## config.mk

```make
export PLATFORM = sky130hd
export DESIGN_NAME = rph_packet_handler
export DESIGN_NICKNAME = d
export VERILOG_FILES = /design/src/rtl/rph_pkg.sv /design/src/rtl/rph_ham_if.sv /design/src/rtl/rph_hamming.sv /design/src/rtl/rph_packet_handler.sv
export SDC_FILE = /design/constraint.sdc
export NUM_CORES = 1
export LEC_CHECK = 0
export BUFFER_PORTS_ARGS = -buffer_cell sky130_fd_sc_hd__buf_4
export CAP_MARGIN = 40
export CORE_ASPECT_RATIO = 0.75
export CORE_MARGIN = 2
export CORE_UTILIZATION = 57
export CTS_CLUSTER_SIZE = 10
export DETAILED_ROUTE_END_ITERATION = 6
export HOLD_SLACK_MARGIN = 0.1
export PLACE_DENSITY = 0.78
export SYNTH_ARGS = -nofsm -noshare
export SYNTH_HDL_FRONTEND = slang
export SYNTH_SLANG_ARGS = --single-unit
```

## constraint.sdc

```tcl
create_clock -name CLOCK -period 3.26 [get_ports CLOCK]
set_input_delay 0.326 -clock CLOCK [delete_from_list [all_inputs] [get_ports CLOCK]]
set_output_delay 0.326 -clock CLOCK [all_outputs]
set_load 0.005 [all_outputs]
```

## src/rtl/rph_pkg.sv

```systemverilog
// Constants, register map and state types of the radio packet handler
package rph_pkg;

  // ------------------------------------------------------------
  // Register byte offsets
  // ------------------------------------------------------------
  localparam logic [5:0] REG_CTRL = 6'h00;
  localparam logic [5:0] REG_CFG  = 6'h04;
  localparam logic [5:0] REG_LEN  = 6'h08;
  localparam logic [5:0] REG_PAT  = 6'h0C;
  localparam logic [5:0] REG_SYNL = 6'h10;
  localparam logic [5:0] REG_SYNH = 6'h14;
  localparam logic [5:0] REG_HDR  = 6'h18;
  localparam logic [5:0] REG_STAT = 6'h1C;
  localparam logic [5:0] REG_RXH  = 6'h20;

  // ------------------------------------------------------------
  // Field positions
  // ------------------------------------------------------------
  localparam int CT_TX = 0, CT_RX = 1, CT_ABORT = 2;
  localparam int CF_PAT = 0, CF_WSZ = 1, CF_SLB = 2, CF_SLH = 3;
  localparam int CF_HDR = 5, CF_HSZ = 6, CF_ACK = 7, CF_LEN = 8;
  localparam int CF_CRC = 9, CF_PSEL = 10, CF_FEC = 11, CF_SCR = 12;
  localparam int CF_PN7 = 13, CF_BI = 14, CF_TRL = 15, CF_INF = 16;
  localparam int LN_TX = 0, LN_RX = 8, LN_PRE = 16;
  localparam int PT_VAL = 0, PT_SEED = 16;
  localparam int HD_ADDR = 0, HD_PID = 6, HD_EXT = 8;
  localparam int ST_TXB = 0, ST_RXB = 1, ST_SYNC = 2, ST_EV = 8;

  // ------------------------------------------------------------
  // Reset values and coding constants
  // ------------------------------------------------------------
  localparam logic [31:0] CFG_RST  = 32'h0000_0000;
  localparam logic [15:0] CRC_INIT = 16'hFFFF;
  localparam logic [15:0] POLY_A   = 16'h1021;
  localparam logic [15:0] POLY_B   = 16'h8005;
  localparam logic [7:0]  PRE_01   = 8'h55;
  localparam logic [7:0]  PRE_10   = 8'hAA;
  localparam logic [3:0]  TRL_10   = 4'hA;
  localparam logic [3:0]  TRL_01   = 4'h5;
  localparam logic [4:0]  N_FEC    = 5'h0E;
  localparam logic [4:0]  N_RAW    = 5'h08;
  localparam logic [4:0]  N_WORD   = 5'h10;
  localparam logic [4:0]  N_TRL    = 5'h04;

  typedef enum {T_IDLE, T_PRE, T_SYNC, T_HDR, T_EXT, T_LEN, T_DATA,
                T_CRCH, T_CRCL, T_TRL, T_END} rph_tx_type;
  typedef enum {R_IDLE, R_SRCH, R_BODY} rph_rx_type;
  typedef enum {F_HDR, F_EXT, F_LEN, F_DATA, F_CRCH, F_CRCL,
                F_DONE} rph_fld_type;

endpackage

```

## src/rtl/rph_ham_if.sv

```systemverilog
// Byte coder link between the handler and its Hamming coder
`timescale 1ns/1ps
interface rph_ham_if;
  logic [7:0]  enc_byte;
  logic [13:0] enc_word;
  logic [13:0] dec_word;
  logic [7:0]  dec_byte;
  logic        dec_err;
  modport coder (input enc_byte, dec_word,
                 output enc_word, dec_byte, dec_err);
  modport user  (output enc_byte, dec_word,
                 input enc_word, dec_byte, dec_err);
endinterface

```

## src/rtl/rph_hamming.sv

```systemverilog
// Hamming (7,4) encoder and single-error decoder for one byte
`timescale 1ns/1ps
module rph_hamming
(
  rph_ham_if.coder h
);
  logic [1:0] err;

  // ------------------------------------------------------------
  // One codeword per nibble, high nibble in the upper seven bits
  // ------------------------------------------------------------
  for (genvar i = 0; i < 2; i++)
  begin : g_nib
    logic [3:0] d;
    logic [6:0] c;
    logic [2:0] s;
    logic [7:0] m;
    logic [6:0] f;
    assign d = h.enc_byte[4*i +: 4];
    // Bits 6..0 carry D3 D2 D1 P2 D0 P1 P0
    assign h.enc_word[7*i +: 7] = {d[3], d[2], d[1], d[3]^d[2]^d[1],
                                   d[0], d[3]^d[2]^d[0],
                                   d[3]^d[1]^d[0]};
    assign c = h.dec_word[7*i +: 7];
    // Syndrome names the faulty bit position
    assign s = {c[6]^c[5]^c[4]^c[3], c[6]^c[5]^c[2]^c[1],
                c[6]^c[4]^c[2]^c[0]};
    assign m = 8'h01 << s;
    assign f = c ^ m[7:1];
    assign h.dec_byte[4*i +: 4] = {f[6], f[5], f[4], f[2]};
    assign err[i] = |s;
  end

  assign h.dec_err = |err;

endmodule

```

## src/rtl/rph_packet_handler.sv

```systemverilog
// Radio packet framer and deframer with Avalon-MM registers
// Contract
// - TX pulls FIFO bytes, codes and frames them; RX decodes into RX FIFO.
// - Preamble is 1 to 256 words from an 8-bit count.
// - Auto preamble: first bit is inverted sync MSB, alternating, byte words.
// - Pattern preamble uses low 8 or all 16 pattern bits per word.
// - Sync length is field plus one bytes, same on TX and RX.
// - RX stores data only after a full sync match.
// - Trailer option appends exactly four bits, none when off.
// - Trailer is 1010 when sync LSB is 0, else 0101.
// - One-byte header holds packet ident in 7:6, address below.
// - Two-byte header adds an 8-bit address extension.
// - Address check passes matching packets and drops the rest.
// - Without checking, header address is passed on as user flags.
// - All-zero received address is broadcast, accepted unchecked.
// - Length byte sends TX length, then that many FIFO bytes.
// - RX length comes from register, or from received length byte.
// - TX length is 8 bits; infinite mode has no length limit.
// - 16-bit CRC generate and check, polynomial chosen by one bit.
// - Hamming (7,4) per nibble, 14 bits a byte, error correct/detect.
// - Codeword bits D3 D2 D1 P2 D0 P1 P0 with given parity sets.
// - PN7 or PN9 whitening from a 9-bit seed, both directions.
// - Biphase sends two line bits per coded bit and decodes pairs.
// - Bytes in FIFO order, most significant bit first.
`timescale 1ns/1ps
module rph_packet_handler
  import rph_pkg::*;
(
  input  wire logic        CLOCK,
  input  wire logic        RESETN,
  input  wire logic [5:0]  AVS_ADDRESS,
  input  wire logic        AVS_READ,
  input  wire logic        AVS_WRITE,
  input  wire logic [31:0] AVS_WRITEDATA,
  output logic      [31:0] AVS_READDATA,
  output logic             AVS_WAITREQUEST,
  input  wire logic [7:0]  TXF_DATA,
  input  wire logic        TXF_VALID,
  output logic             TXF_READY,
  output logic             MOD_BIT,
  output logic             MOD_VALID,
  input  wire logic        MOD_READY,
  input  wire logic        DEM_BIT,
  input  wire logic        DEM_VALID,
  output logic      [7:0]  RXF_DATA,
  output logic             RXF_WRITE
);

  logic [31:0] cfg_q, len_q, pat_q, synl_q, synh_q, hdr_q;
  logic [63:0] sync_w;
  logic [23:0] rxh_q;
  logic [4:0]  stk_q;
  logic        pat_en, wsz, hdr_en, hsz, ac_en, len_en, crc_en, psel;
  logic        hamming_enable, scr_en, pn7, bi_en, trl_en, inf_en;
  logic [2:0]  sl;
  logic [7:0]  txl, rxl, pwc;
  logic        wr_go, tx_start, rx_start, abort;
  logic [31:0] rd_mux;
  rph_tx_type  txs_q;
  rph_rx_type  rxs_q;
  rph_fld_type rf_q;
  logic [15:0] sh_q, crc_q, crc_nx;
  logic [4:0]  cnt_q, acnt_q;
  logic [7:0]  fc_q, rem_q, tb, rbyte;
  logic        coded_q, mph_q, last_q, rph_q, wrdy_q;
  logic        tx_slot, tx_free, tx_take, tx_end_d, tx_pop, tx_code;
  logic        tx_crc, tx_pn, tx_bit, rx_take, rx_pn, rx_bit, rx_hit;
  logic [8:0]  pn_q;
  logic [63:0] srch_q, srch_n, mask;
  logic [13:0] acc_q, acc_n, word_q;
  logic [13:0] ad_rx, ad_lc;
  logic        addr_ok;
  logic        txd_p, rxd_p, crc_p, fec_p, adr_p;
  rph_ham_if   ham ();

  rph_hamming u_ham (.h(ham));

  // ------------------------------------------------------------
  // Configuration fields
  // ------------------------------------------------------------
  assign pat_en = cfg_q[CF_PAT];
  assign wsz    = cfg_q[CF_WSZ];
  assign sl     = {cfg_q[CF_SLH +: 2], cfg_q[CF_SLB]};
  assign hdr_en = cfg_q[CF_HDR];
  assign hsz    = cfg_q[CF_HSZ];
  assign ac_en  = cfg_q[CF_ACK];
  assign len_en = cfg_q[CF_LEN];
  assign crc_en = cfg_q[CF_CRC];
  assign psel   = cfg_q[CF_PSEL];
  assign hamming_enable = cfg_q[CF_FEC];
  assign scr_en = cfg_q[CF_SCR];
  assign pn7    = cfg_q[CF_PN7];
  assign bi_en  = cfg_q[CF_BI];
  assign trl_en = cfg_q[CF_TRL];
  assign inf_en = cfg_q[CF_INF];
  assign txl    = len_q[LN_TX +: 8];
  assign rxl    = len_q[LN_RX +: 8];
  assign pwc    = len_q[LN_PRE +: 8];
  assign sync_w = {synh_q, synl_q};

  // ------------------------------------------------------------
  // Avalon slave: one wait state, then answer
  // ------------------------------------------------------------
  assign wr_go    = AVS_WRITE && !AVS_WAITREQUEST;
  assign tx_start = wr_go && AVS_ADDRESS == REG_CTRL
                    && AVS_WRITEDATA[CT_TX] && rxs_q == R_IDLE;
  assign rx_start = wr_go && AVS_ADDRESS == REG_CTRL
                    && AVS_WRITEDATA[CT_RX] && txs_q == T_IDLE;
  assign abort    = wr_go && AVS_ADDRESS == REG_CTRL
                    && AVS_WRITEDATA[CT_ABORT];

  // Read mux, unmapped reads give zero
  always_comb
  begin
    case (AVS_ADDRESS)
      REG_CFG:  rd_mux = cfg_q;
      REG_LEN:  rd_mux = len_q;
      REG_PAT:  rd_mux = pat_q;
      REG_SYNL: rd_mux = synl_q;
      REG_SYNH: rd_mux = synh_q;
      REG_HDR:  rd_mux = hdr_q;
      REG_STAT: rd_mux = {19'h0_0000, stk_q, 5'h00, rxs_q == R_BODY,
                          rxs_q != R_IDLE, txs_q != T_IDLE};
      REG_RXH:  rd_mux = {8'h00, rxh_q};
      default:  rd_mux = 32'h0000_0000;
    endcase
  end

  // Handshake and read data
  always_ff @(posedge CLOCK)
  begin
    if (!RESETN)
    begin
      AVS_WAITREQUEST <= 1'b1;
      AVS_READDATA    <= 32'h0000_0000;
    end
    else if ((AVS_READ || AVS_WRITE) && AVS_WAITREQUEST)
    begin
      AVS_WAITREQUEST <= 1'b0;
      AVS_READDATA    <= rd_mux;
    end
    else
      AVS_WAITREQUEST <= 1'b1;
  end

  // Configuration registers
  always_ff @(posedge CLOCK)
  begin
    if (!RESETN)
    begin
      cfg_q  <= CFG_RST;
      len_q  <= 32'h0000_0000;
      pat_q  <= 32'h0000_0000;
      synl_q <= 32'h0000_0000;
      synh_q <= 32'h0000_0000;
      hdr_q  <= 32'h0000_0000;
    end
    else if (wr_go)
    begin
      case (AVS_ADDRESS)
        REG_CFG:  cfg_q  <= AVS_WRITEDATA & 32'h0001_FFFF;
        REG_LEN:  len_q  <= AVS_WRITEDATA & 32'h00FF_FFFF;
        REG_PAT:  pat_q  <= AVS_WRITEDATA & 32'h01FF_FFFF;
        REG_SYNL: synl_q <= AVS_WRITEDATA;
        REG_SYNH: synh_q <= AVS_WRITEDATA;
        REG_HDR:  hdr_q  <= AVS_WRITEDATA & 32'h0000_FFFF;
        default:  cfg_q  <= cfg_q;
      endcase
    end
  end

  // Sticky events, write one to clear, a new event wins
  always_ff @(posedge CLOCK)
  begin
    if (!RESETN)
      stk_q <= 5'h00;
    else
      stk_q <= (stk_q & ~((wr_go && AVS_ADDRESS == REG_STAT)
               ? AVS_WRITEDATA[ST_EV +: 5] : 5'h00))
               | {adr_p, fec_p, crc_p, rxd_p, txd_p};
  end

  // ------------------------------------------------------------
  // CRC step, one byte most significant bit first
  // ------------------------------------------------------------
  function automatic logic [15:0] crc_f(input logic [15:0] c,
                                        input logic [7:0] b);
    logic [15:0] r;
    r = c;
    for (int k = 7; k >= 0; k--)
      r = (r[15] ^ b[k]) ? ((r << 1) ^ (psel ? POLY_B : POLY_A))
                         : (r << 1);
    return r;
  endfunction

  // ------------------------------------------------------------
  // Transmit path
  // ------------------------------------------------------------
  assign tx_slot  = !MOD_VALID || MOD_READY;
  assign tx_free  = tx_slot && cnt_q == 5'h00 && !mph_q;
  assign tx_take  = tx_slot && !mph_q && cnt_q != 5'h00;
  assign tx_end_d = !inf_en && fc_q == txl;
  assign tx_pop   = tx_free && txs_q == T_DATA && !tx_end_d
                    && TXF_READY && TXF_VALID;
  assign tx_code  = tx_free && ((txs_q == T_HDR && hdr_en)
                    || txs_q == T_EXT || (txs_q == T_LEN && len_en)
                    || tx_pop || (txs_q == T_CRCH && crc_en)
                    || txs_q == T_CRCL);
  assign tx_crc   = tx_code && txs_q != T_CRCH && txs_q != T_CRCL;
  assign tx_pn    = tx_take && coded_q && scr_en;
  assign tx_bit   = sh_q[15] ^ (coded_q && scr_en && pn_q[0]);

  // Byte offered to the coder
  always_comb
  begin
    case (txs_q)
      T_HDR:   tb = {hdr_q[HD_PID +: 2], hdr_q[HD_ADDR +: 6]};
      T_EXT:   tb = hdr_q[HD_EXT +: 8];
      T_LEN:   tb = txl;
      T_CRCH:  tb = crc_q[15:8];
      T_CRCL:  tb = crc_q[7:0];
      default: tb = TXF_DATA;
    endcase
  end
  assign ham.enc_byte = tb;

  // Framing sequencer and bit shifter
  always_ff @(posedge CLOCK)
  begin
    if (!RESETN || abort)
    begin
      txs_q     <= T_IDLE;
      sh_q      <= 16'h0000;
      cnt_q     <= 5'h00;
      fc_q      <= 8'h00;
      coded_q   <= 1'b0;
      mph_q     <= 1'b0;
      last_q    <= 1'b0;
      MOD_BIT   <= 1'b0;
      MOD_VALID <= 1'b0;
      TXF_READY <= 1'b0;
      txd_p     <= 1'b0;
    end
    else
    begin
      txd_p <= tx_free && txs_q == T_END;
      if (tx_slot)
        MOD_VALID <= 1'b0;
      if (tx_take)
      begin
        MOD_BIT   <= tx_bit;
        MOD_VALID <= 1'b1;
        last_q    <= tx_bit;
        mph_q     <= coded_q && bi_en;
        sh_q      <= sh_q << 1;
        cnt_q     <= cnt_q - 5'h01;
      end
      else if (tx_slot && mph_q)
      begin
        MOD_BIT   <= ~last_q;
        MOD_VALID <= 1'b1;
        mph_q     <= 1'b0;
      end
      if (tx_code)
      begin
        coded_q <= 1'b1;
        sh_q    <= hamming_enable ? {ham.enc_word, 2'b00} : {tb, 8'h00};
        cnt_q   <= hamming_enable ? N_FEC : N_RAW;
      end
      if (tx_pop)
        TXF_READY <= 1'b0;
      if (txs_q == T_IDLE && tx_start)
      begin
        txs_q <= T_PRE;
        fc_q  <= 8'h00;
      end
      else if (tx_free)
      begin
        case (txs_q)
          T_PRE:
          begin
            coded_q <= 1'b0;
            sh_q    <= pat_en ? (wsz ? pat_q[PT_VAL +: 16]
                       : {pat_q[PT_VAL +: 8], 8'h00})
                       : {sync_w[{sl, 3'b111}] ? PRE_01 : PRE_10,
                          8'h00};
            cnt_q   <= (pat_en && wsz) ? N_WORD : N_RAW;
            fc_q    <= fc_q + 8'h01;
            if (fc_q == pwc)
            begin
              txs_q <= T_SYNC;
              fc_q  <= 8'h00;
            end
          end
          T_SYNC:
          begin
            coded_q <= 1'b0;
            sh_q    <= {sync_w[{sl - fc_q[2:0], 3'b000} +: 8], 8'h00};
            cnt_q   <= N_RAW;
            fc_q    <= fc_q + 8'h01;
            if (fc_q[2:0] == sl)
              txs_q <= T_HDR;
          end
          T_HDR:   txs_q <= (hdr_en && hsz) ? T_EXT : T_LEN;
          T_EXT:   txs_q <= T_LEN;
          T_LEN:
          begin
            txs_q <= T_DATA;
            fc_q  <= 8'h00;
          end
          T_DATA:
          begin
            if (tx_end_d)
            begin
              txs_q     <= T_CRCH;
              TXF_READY <= 1'b0;
            end
            else if (tx_pop)
              fc_q <= inf_en ? 8'h00 : fc_q + 8'h01;
            else
              TXF_READY <= 1'b1;
          end
          T_CRCH:  txs_q <= crc_en ? T_CRCL : T_TRL;
          T_CRCL:  txs_q <= T_TRL;
          T_TRL:
          begin
            if (trl_en)
            begin
              coded_q <= 1'b0;
              sh_q    <= {sync_w[0] ? TRL_01 : TRL_10, 12'h000};
              cnt_q   <= N_TRL;
            end
            txs_q <= T_END;
          end
          T_END:   txs_q <= T_IDLE;
          default: txs_q <= T_IDLE;
        endcase
      end
    end
  end

  // ------------------------------------------------------------
  // Receive path
  // ------------------------------------------------------------
  assign srch_n = {srch_q[62:0], DEM_BIT};
  assign mask   = 64'hFFFF_FFFF_FFFF_FFFF >> {3'h7 - sl, 3'b000};
  assign rx_hit = rxs_q == R_SRCH && DEM_VALID
                  && ((srch_n ^ sync_w) & mask) == 64'h0;
  assign rx_take = rxs_q == R_BODY && DEM_VALID && (!bi_en || !rph_q);
  assign rx_pn   = rx_take && scr_en;
  assign rx_bit  = DEM_BIT ^ (scr_en && pn_q[0]);
  assign acc_n   = {acc_q[12:0], rx_bit};
  assign ham.dec_word = word_q;
  assign rbyte   = hamming_enable ? ham.dec_byte : word_q[7:0];
  assign crc_nx  = crc_f(crc_q, rbyte);
  assign ad_rx   = (rf_q == F_EXT) ? {rxh_q[5:0], rbyte}
                                   : {rbyte[5:0], 8'h00};
  assign ad_lc   = {hdr_q[HD_ADDR +: 6], hsz ? hdr_q[HD_EXT +: 8] : 8'h00};
  assign addr_ok = !ac_en || ad_rx == 14'h0000
                   || ad_rx == ad_lc;

  // Field that follows a known payload length
  function automatic rph_fld_type after_len(input logic [7:0] n);
    if (n == 8'h00 && !inf_en)
      return crc_en ? F_CRCH : F_DONE;
    return F_DATA;
  endfunction

  // Sync search, bit collection and field handling
  always_ff @(posedge CLOCK)
  begin
    if (!RESETN || abort)
    begin
      rxs_q     <= R_IDLE;
      rf_q      <= F_HDR;
      srch_q    <= 64'h0;
      acc_q     <= 14'h0000;
      word_q    <= 14'h0000;
      acnt_q    <= 5'h00;
      rem_q     <= 8'h00;
      rph_q     <= 1'b0;
      wrdy_q    <= 1'b0;
      rxh_q     <= 24'h00_0000;
      RXF_DATA  <= 8'h00;
      RXF_WRITE <= 1'b0;
      {rxd_p, crc_p, fec_p, adr_p} <= 4'h0;
    end
    else
    begin
      RXF_WRITE <= 1'b0;
      wrdy_q    <= 1'b0;
      {rxd_p, crc_p, fec_p, adr_p} <= 4'h0;
      case (rxs_q)
        R_IDLE:
          if (rx_start)
          begin
            rxs_q  <= R_SRCH;
            srch_q <= ~sync_w;
          end
        R_SRCH:
          if (DEM_VALID)
          begin
            srch_q <= srch_n;
            if (rx_hit)
            begin
              rxs_q  <= R_BODY;
              rf_q   <= hdr_en ? F_HDR : len_en ? F_LEN : after_len(rxl);
              rem_q  <= rxl;
              acnt_q <= 5'h00;
              rph_q  <= 1'b0;
            end
          end
        R_BODY:
        begin
          if (DEM_VALID && bi_en)
            rph_q <= ~rph_q;
          if (rx_take)
          begin
            acc_q  <= acc_n;
            acnt_q <= acnt_q + 5'h01;
            if (acnt_q == (hamming_enable ? N_FEC : N_RAW) - 5'h01)
            begin
              word_q <= acc_n;
              wrdy_q <= 1'b1;
              acnt_q <= 5'h00;
            end
          end
          if (rf_q == F_DONE)
          begin
            rxs_q <= R_IDLE;
            rxd_p <= 1'b1;
          end
          else if (wrdy_q)
          begin
            fec_p <= hamming_enable && ham.dec_err;
            case (rf_q)
              F_HDR, F_EXT:
              begin
                if (rf_q == F_HDR)
                  rxh_q[7:0] <= rbyte;
                else
                  rxh_q[15:8] <= rbyte;
                if (rf_q == F_HDR && hsz)
                  rf_q <= F_EXT;
                else if (!addr_ok)
                begin
                  rxs_q  <= R_SRCH;
                  srch_q <= ~sync_w;
                  adr_p  <= 1'b1;
                end
                else
                  rf_q <= len_en ? F_LEN : after_len(rxl);
              end
              F_LEN:
              begin
                rxh_q[23:16] <= rbyte;
                rem_q        <= rbyte;
                rf_q         <= after_len(rbyte);
              end
              F_DATA:
              begin
                RXF_DATA  <= rbyte;
                RXF_WRITE <= 1'b1;
                rem_q     <= inf_en ? rxl : rem_q - 8'h01;
                if (!inf_en && rem_q == 8'h01)
                  rf_q <= crc_en ? F_CRCH : F_DONE;
              end
              F_CRCH:  rf_q <= F_CRCL;
              F_CRCL:
              begin
                crc_p <= crc_nx != 16'h0000;
                rf_q  <= F_DONE;
              end
              default: rf_q <= F_DONE;
            endcase
          end
        end
        default: rxs_q <= R_IDLE;
      endcase
    end
  end

  // ------------------------------------------------------------
  // Shared CRC and whitening state, one direction at a time except when one write starts both TX and RX
  // ------------------------------------------------------------
  always_ff @(posedge CLOCK)
  begin
    if (!RESETN)
    begin
      crc_q <= CRC_INIT;
      pn_q  <= 9'h000;
    end
    else
    begin
      if (tx_start || rx_hit)
      begin
        crc_q <= CRC_INIT;
        pn_q  <= pat_q[PT_SEED +: 9];
      end
      else
      begin
        if (tx_crc)
          crc_q <= crc_f(crc_q, tb);
        else if (wrdy_q && rxs_q == R_BODY && rf_q != F_DONE)
          crc_q <= crc_nx;
        if (tx_pn || rx_pn)
          pn_q <= pn7 ? {2'b00, pn_q[0] ^ pn_q[3], pn_q[6:1]}
                      : {pn_q[0] ^ pn_q[5], pn_q[8:1]};
      end
    end
  end

endmodule

```

==> load_flow_metrics.sql <==
INSERT INTO impl_metrics (metric_group, metric, value, unit) VALUES
('outcome', 'outcome', 'finished, violations left', ''),
('outcome', 'failed_checks', 'DRC, setup timing', ''),
('pwr', 'seq_power_share', '0.447', ''),
('hold_path', 'min-delay-path-class', 'input pin to flop', ''),
('worst_setup_path', 'worstPathRequired', '3.75', 'ns'),
('logic_synthesis', 'synth.yosys.warnings', '0', ''),
('layout', 'post_route_cells_drive_above_1_share', '0.201', ''),
('worst_setup_path', 'crit_path_start_kind', 'flop', ''),
('floorplan', 'fp.dieH', '176', 'um'),
('placed_design', 'placement.io_buffers', '98', ''),
('sta', 'final-setup-viol-count', '63', ''),
('global_route', 'overall_global_routing_resource_usage', '0.423', ''),
('pwr', 'standby_leakage_power', '0.0105', 'uW'),
('routing', 'wirelength', '93200', 'um'),
('layout', 'fillCellCount', '3039', ''),
('floorplan', 'fp.coreArea', '39300', 'um^2'),
('sta', 'worst_slew_pin_slew', '0.977', 'ns'),
('routing', 'post_detailed_route_wirelength_per_cell', '25.7', 'um'),
('sta', 'fin_worst_hold_slack', '0.120', 'ns'),
('logic_synthesis', 'syn_area_per_cell', '7.95', 'um^2'),
('sta', 'setup_ws', '-0.0971', 'ns'),
('sta', 'max_clock_freq', '0.298', 'GHz'),
('worst_setup_path', 'cp_data_arrival_time', '3.84', 'ns'),
('logic_synthesis', 'syn-instance-count', '2842', ''),
('global_route', 'grt_max_degree', '72', ''),
('sta', 'final_max_slew_viol_count', '0', ''),
('pwr', 'switching_share', '0.276', ''),
('clocking', 'clock_tree.buffer_depth', '3', ''),
('global_route', 'antenna_found_initial', '4', ''),
('layout', 'final_core_util', '0.715', ''),
('layout', 'n_antenna_cell', '0', ''),
('clocking', 'cts_sinks', '396', ''),
('routing', 'route.vias.total', '24239', ''),
('sta', 'grt_setup_unrepaired', 'yes', ''),
('routing', 'residual_drc', '12', ''),
('worst_setup_path', 'setup_crit_path_kind', 'flop to flop', ''),
('placed_design', 'place_inst', '3503', ''),
('logic_synthesis', 'postSynth.asyncResetShare', '0', ''),
('clocking', 'cts_htree_levels', '2', ''),
('job', 'max_cap_violations', '0', ''),
('routing', 'drt_iter0_drc', '3945', ''),
('sta', 'slew_headroom', '0.346', ''),
('floorplan', 'io-pin-count', '99', ''),
('logic_synthesis', 'syn-cell-area', '22600', 'um^2'),
('placed_design', 'gpl.final_weighted_congestion', '1.07', ''),
('logic_synthesis', 'net_count_after_synthesis', '2908', ''),
('logic_synthesis', 'yosysUniqueCellTypes', '92', ''),
('routing', 'routed_via_density', '6.68', ''),
('placed_design', 'dp_hpwl', '65800', 'um'),
('logic_synthesis', 'yosysSeqAreaShare', '0.351', ''),
('floorplan', 'initial_utilization', '0.575', ''),
('worst_setup_path', 'cp_max_fo', '8', ''),
('logic_synthesis', 'prevailing_post_synth_register_cell', 'sky130_fd_sc_hd__dfxtp_1', ''),
('sta', 'timing.final.hold_violations', '0', ''),
('pwr', 'netSwitchingPower', '3120', 'uW'),
('floorplan', 'die_width', '234', 'um'),
('pwr', 'power_per_cell_area', '402', 'nW/um^2'),
('logic_synthesis', 'ys_seq_elements', '396', ''),
('sta', 'fin_worst_skew', '0.0207', 'ns'),
('pwr', 'pwr-share-clk', '0.420', ''),
('pwr', 'power.ir.vdd_worst', '0.396', 'mV'),
('routing', 'drtAntennaViolNets', '0', ''),
('sta', 'finalWorstPathRequiredPeriod', '3.36', 'ns'),
('clocking', 'worst_skew_pair_latency', '0.58', 'ns'),
('global_route', 'grt_overflow', '0', ''),
('floorplan', 'placement_rows', '63', ''),
('floorplan', 'die_area', '41300', 'um^2'),
('logic_synthesis', 'synth_enable_flop_cells', '0', ''),
('placed_design', 'post-place-ws', '-0.194', 'ns'),
('sta', 'post-route-period-util', '1.03', ''),
('clocking', 'cts.reportedPaths.clkPinSlew', '0.05', 'ns');
==> power groups by stage <==
stage               clock network (uW)  logic [uW]  registers (uW)
floorplan                            0         888            5130
detailed placement                   0        1350            5160
finish                            4750        1500            5060
global route                      4900        1590            5060
global placement                     0        1320            5150
CTS                               4730        1410            5060
==> worst max-delay path, stage by stage (launching register included) <==
cell	delay, ns
sky130_fd_sc_hd__dfxtp_4	0.41
sky130_fd_sc_hd__xnor2_4	0.28
sky130_fd_sc_hd__buf_4	0.17
sky130_fd_sc_hd__or3_1	0.12
sky130_fd_sc_hd__a22oi_2	0.05
sky130_fd_sc_hd__a211o_2	0.37
sky130_fd_sc_hd__nor4bb_2	0.29
sky130_fd_sc_hd__a31oi_1	0.07
sky130_fd_sc_hd__o21ai_0	0.22
sky130_fd_sc_hd__nand4_1	0.21
sky130_fd_sc_hd__buf_4	0.20
sky130_fd_sc_hd__o2111ai_4	0.20
sky130_fd_sc_hd__buf_12	0.21
sky130_fd_sc_hd__clkbuf_16	0.20
sky130_fd_sc_hd__nand4_1	0.11
sky130_fd_sc_hd__o31ai_1	0.11
==> layer usage <==
layer	wire, um	global-route usage
met4	3970	0.155
met5	113	0
met1	36700	0.592
met3	15800	0.181
met2	36600	0.573
==> cells in the mapped netlist, types with 58 or more instances <==
master	n	area, um^2
sky130_fd_sc_hd__nor2_1	221	830
sky130_fd_sc_hd__nand2_1	518	1940
sky130_fd_sc_hd__a21boi_0	148	1110
sky130_fd_sc_hd__a22oi_1	58	435
sky130_fd_sc_hd__clkbuf_1	187	702
sky130_fd_sc_hd__dfxtp_1	396	7930
sky130_fd_sc_hd__o31ai_1	66	495
sky130_fd_sc_hd__a21oi_1	221	1110
sky130_fd_sc_hd__o21ai_0	87	435
sky130_fd_sc_hd__mux2i_1	66	661
sky130_fd_sc_hd__xnor2_1	106	928
sky130_fd_sc_hd__xor2_1	98	858
sky130_fd_sc_hd__nand4_1	79	494
==> flip-flops by register name, indices dropped and copies added (netlist names), 17 cells and up <==
| register | flops |
|---|---|
| AVS_READDATA | 32 |
| cfg_q | 17 |
| len_q | 24 |
| pat_q | 25 |
| rxh_q | 24 |
| srch_q | 63 |
| synh_q | 32 |
| synl_q | 32 |
==> metrics by stage <==
stage,area [um^2],setup TNS [ns]
after global routing,28100,-13.46
after CTS,27200,-0.591
after floorplan,22600,0
after detailed placement,25300,-11.28
after global placement,25200,-6.19
final,28100,-3.38
==> cell families after synthesis <==
group | count (synthesis) | share of synthesized area
flops | 396 | 0.351
simple gates | 1062 | 0.210
mux | 105 | 0.0576
compound gates | 788 | 0.237
xor+xnor | 220 | 0.0931
buf+inv | 258 | 0.0447
fa+ha+maj | 13 | 0.00742
==> final timing paths <==
path | to | depth (start not counted) | startpoint | slack, ns
worst min register to register | sh_q[0] | 2 | sh_q[0] | 0.46
worst max register to register | srch_q[56] | 15 | ham.dec_word[5] | -0.1
worst max-delay path | srch_q[56] | 15 | ham.dec_word[5] | -0.1
worst min-delay path | pat_q[14] | 3 | AVS_WRITEDATA[14] | 0.12
==> layout make-up <==
cell class / instances / area, um^2 / area share
Inverter: 38 / 146 / 0.00521
Multi-Input combinational cell: 2188 / 14400 / 0.512
Clock buffer: 52 / 1210 / 0.0432
Sequential cell: 396 / 7970 / 0.284
Timing Repair Buffer: 431 / 3680 / 0.131
Tap cell: 520 / 651 / 0.0231
Clock inverter: 4 / 63.8 / 0.00227
==> repair_timing <==
item,CTS,global route
hold buffers,30,0
setup buffers,10,20
resized for setup,33,97
pin swaps,15,43
gates cloned,3,8
setup endpoints to repair,71,79
hold endpoints to repair,100,0
(Power assumes the default switching activity.)
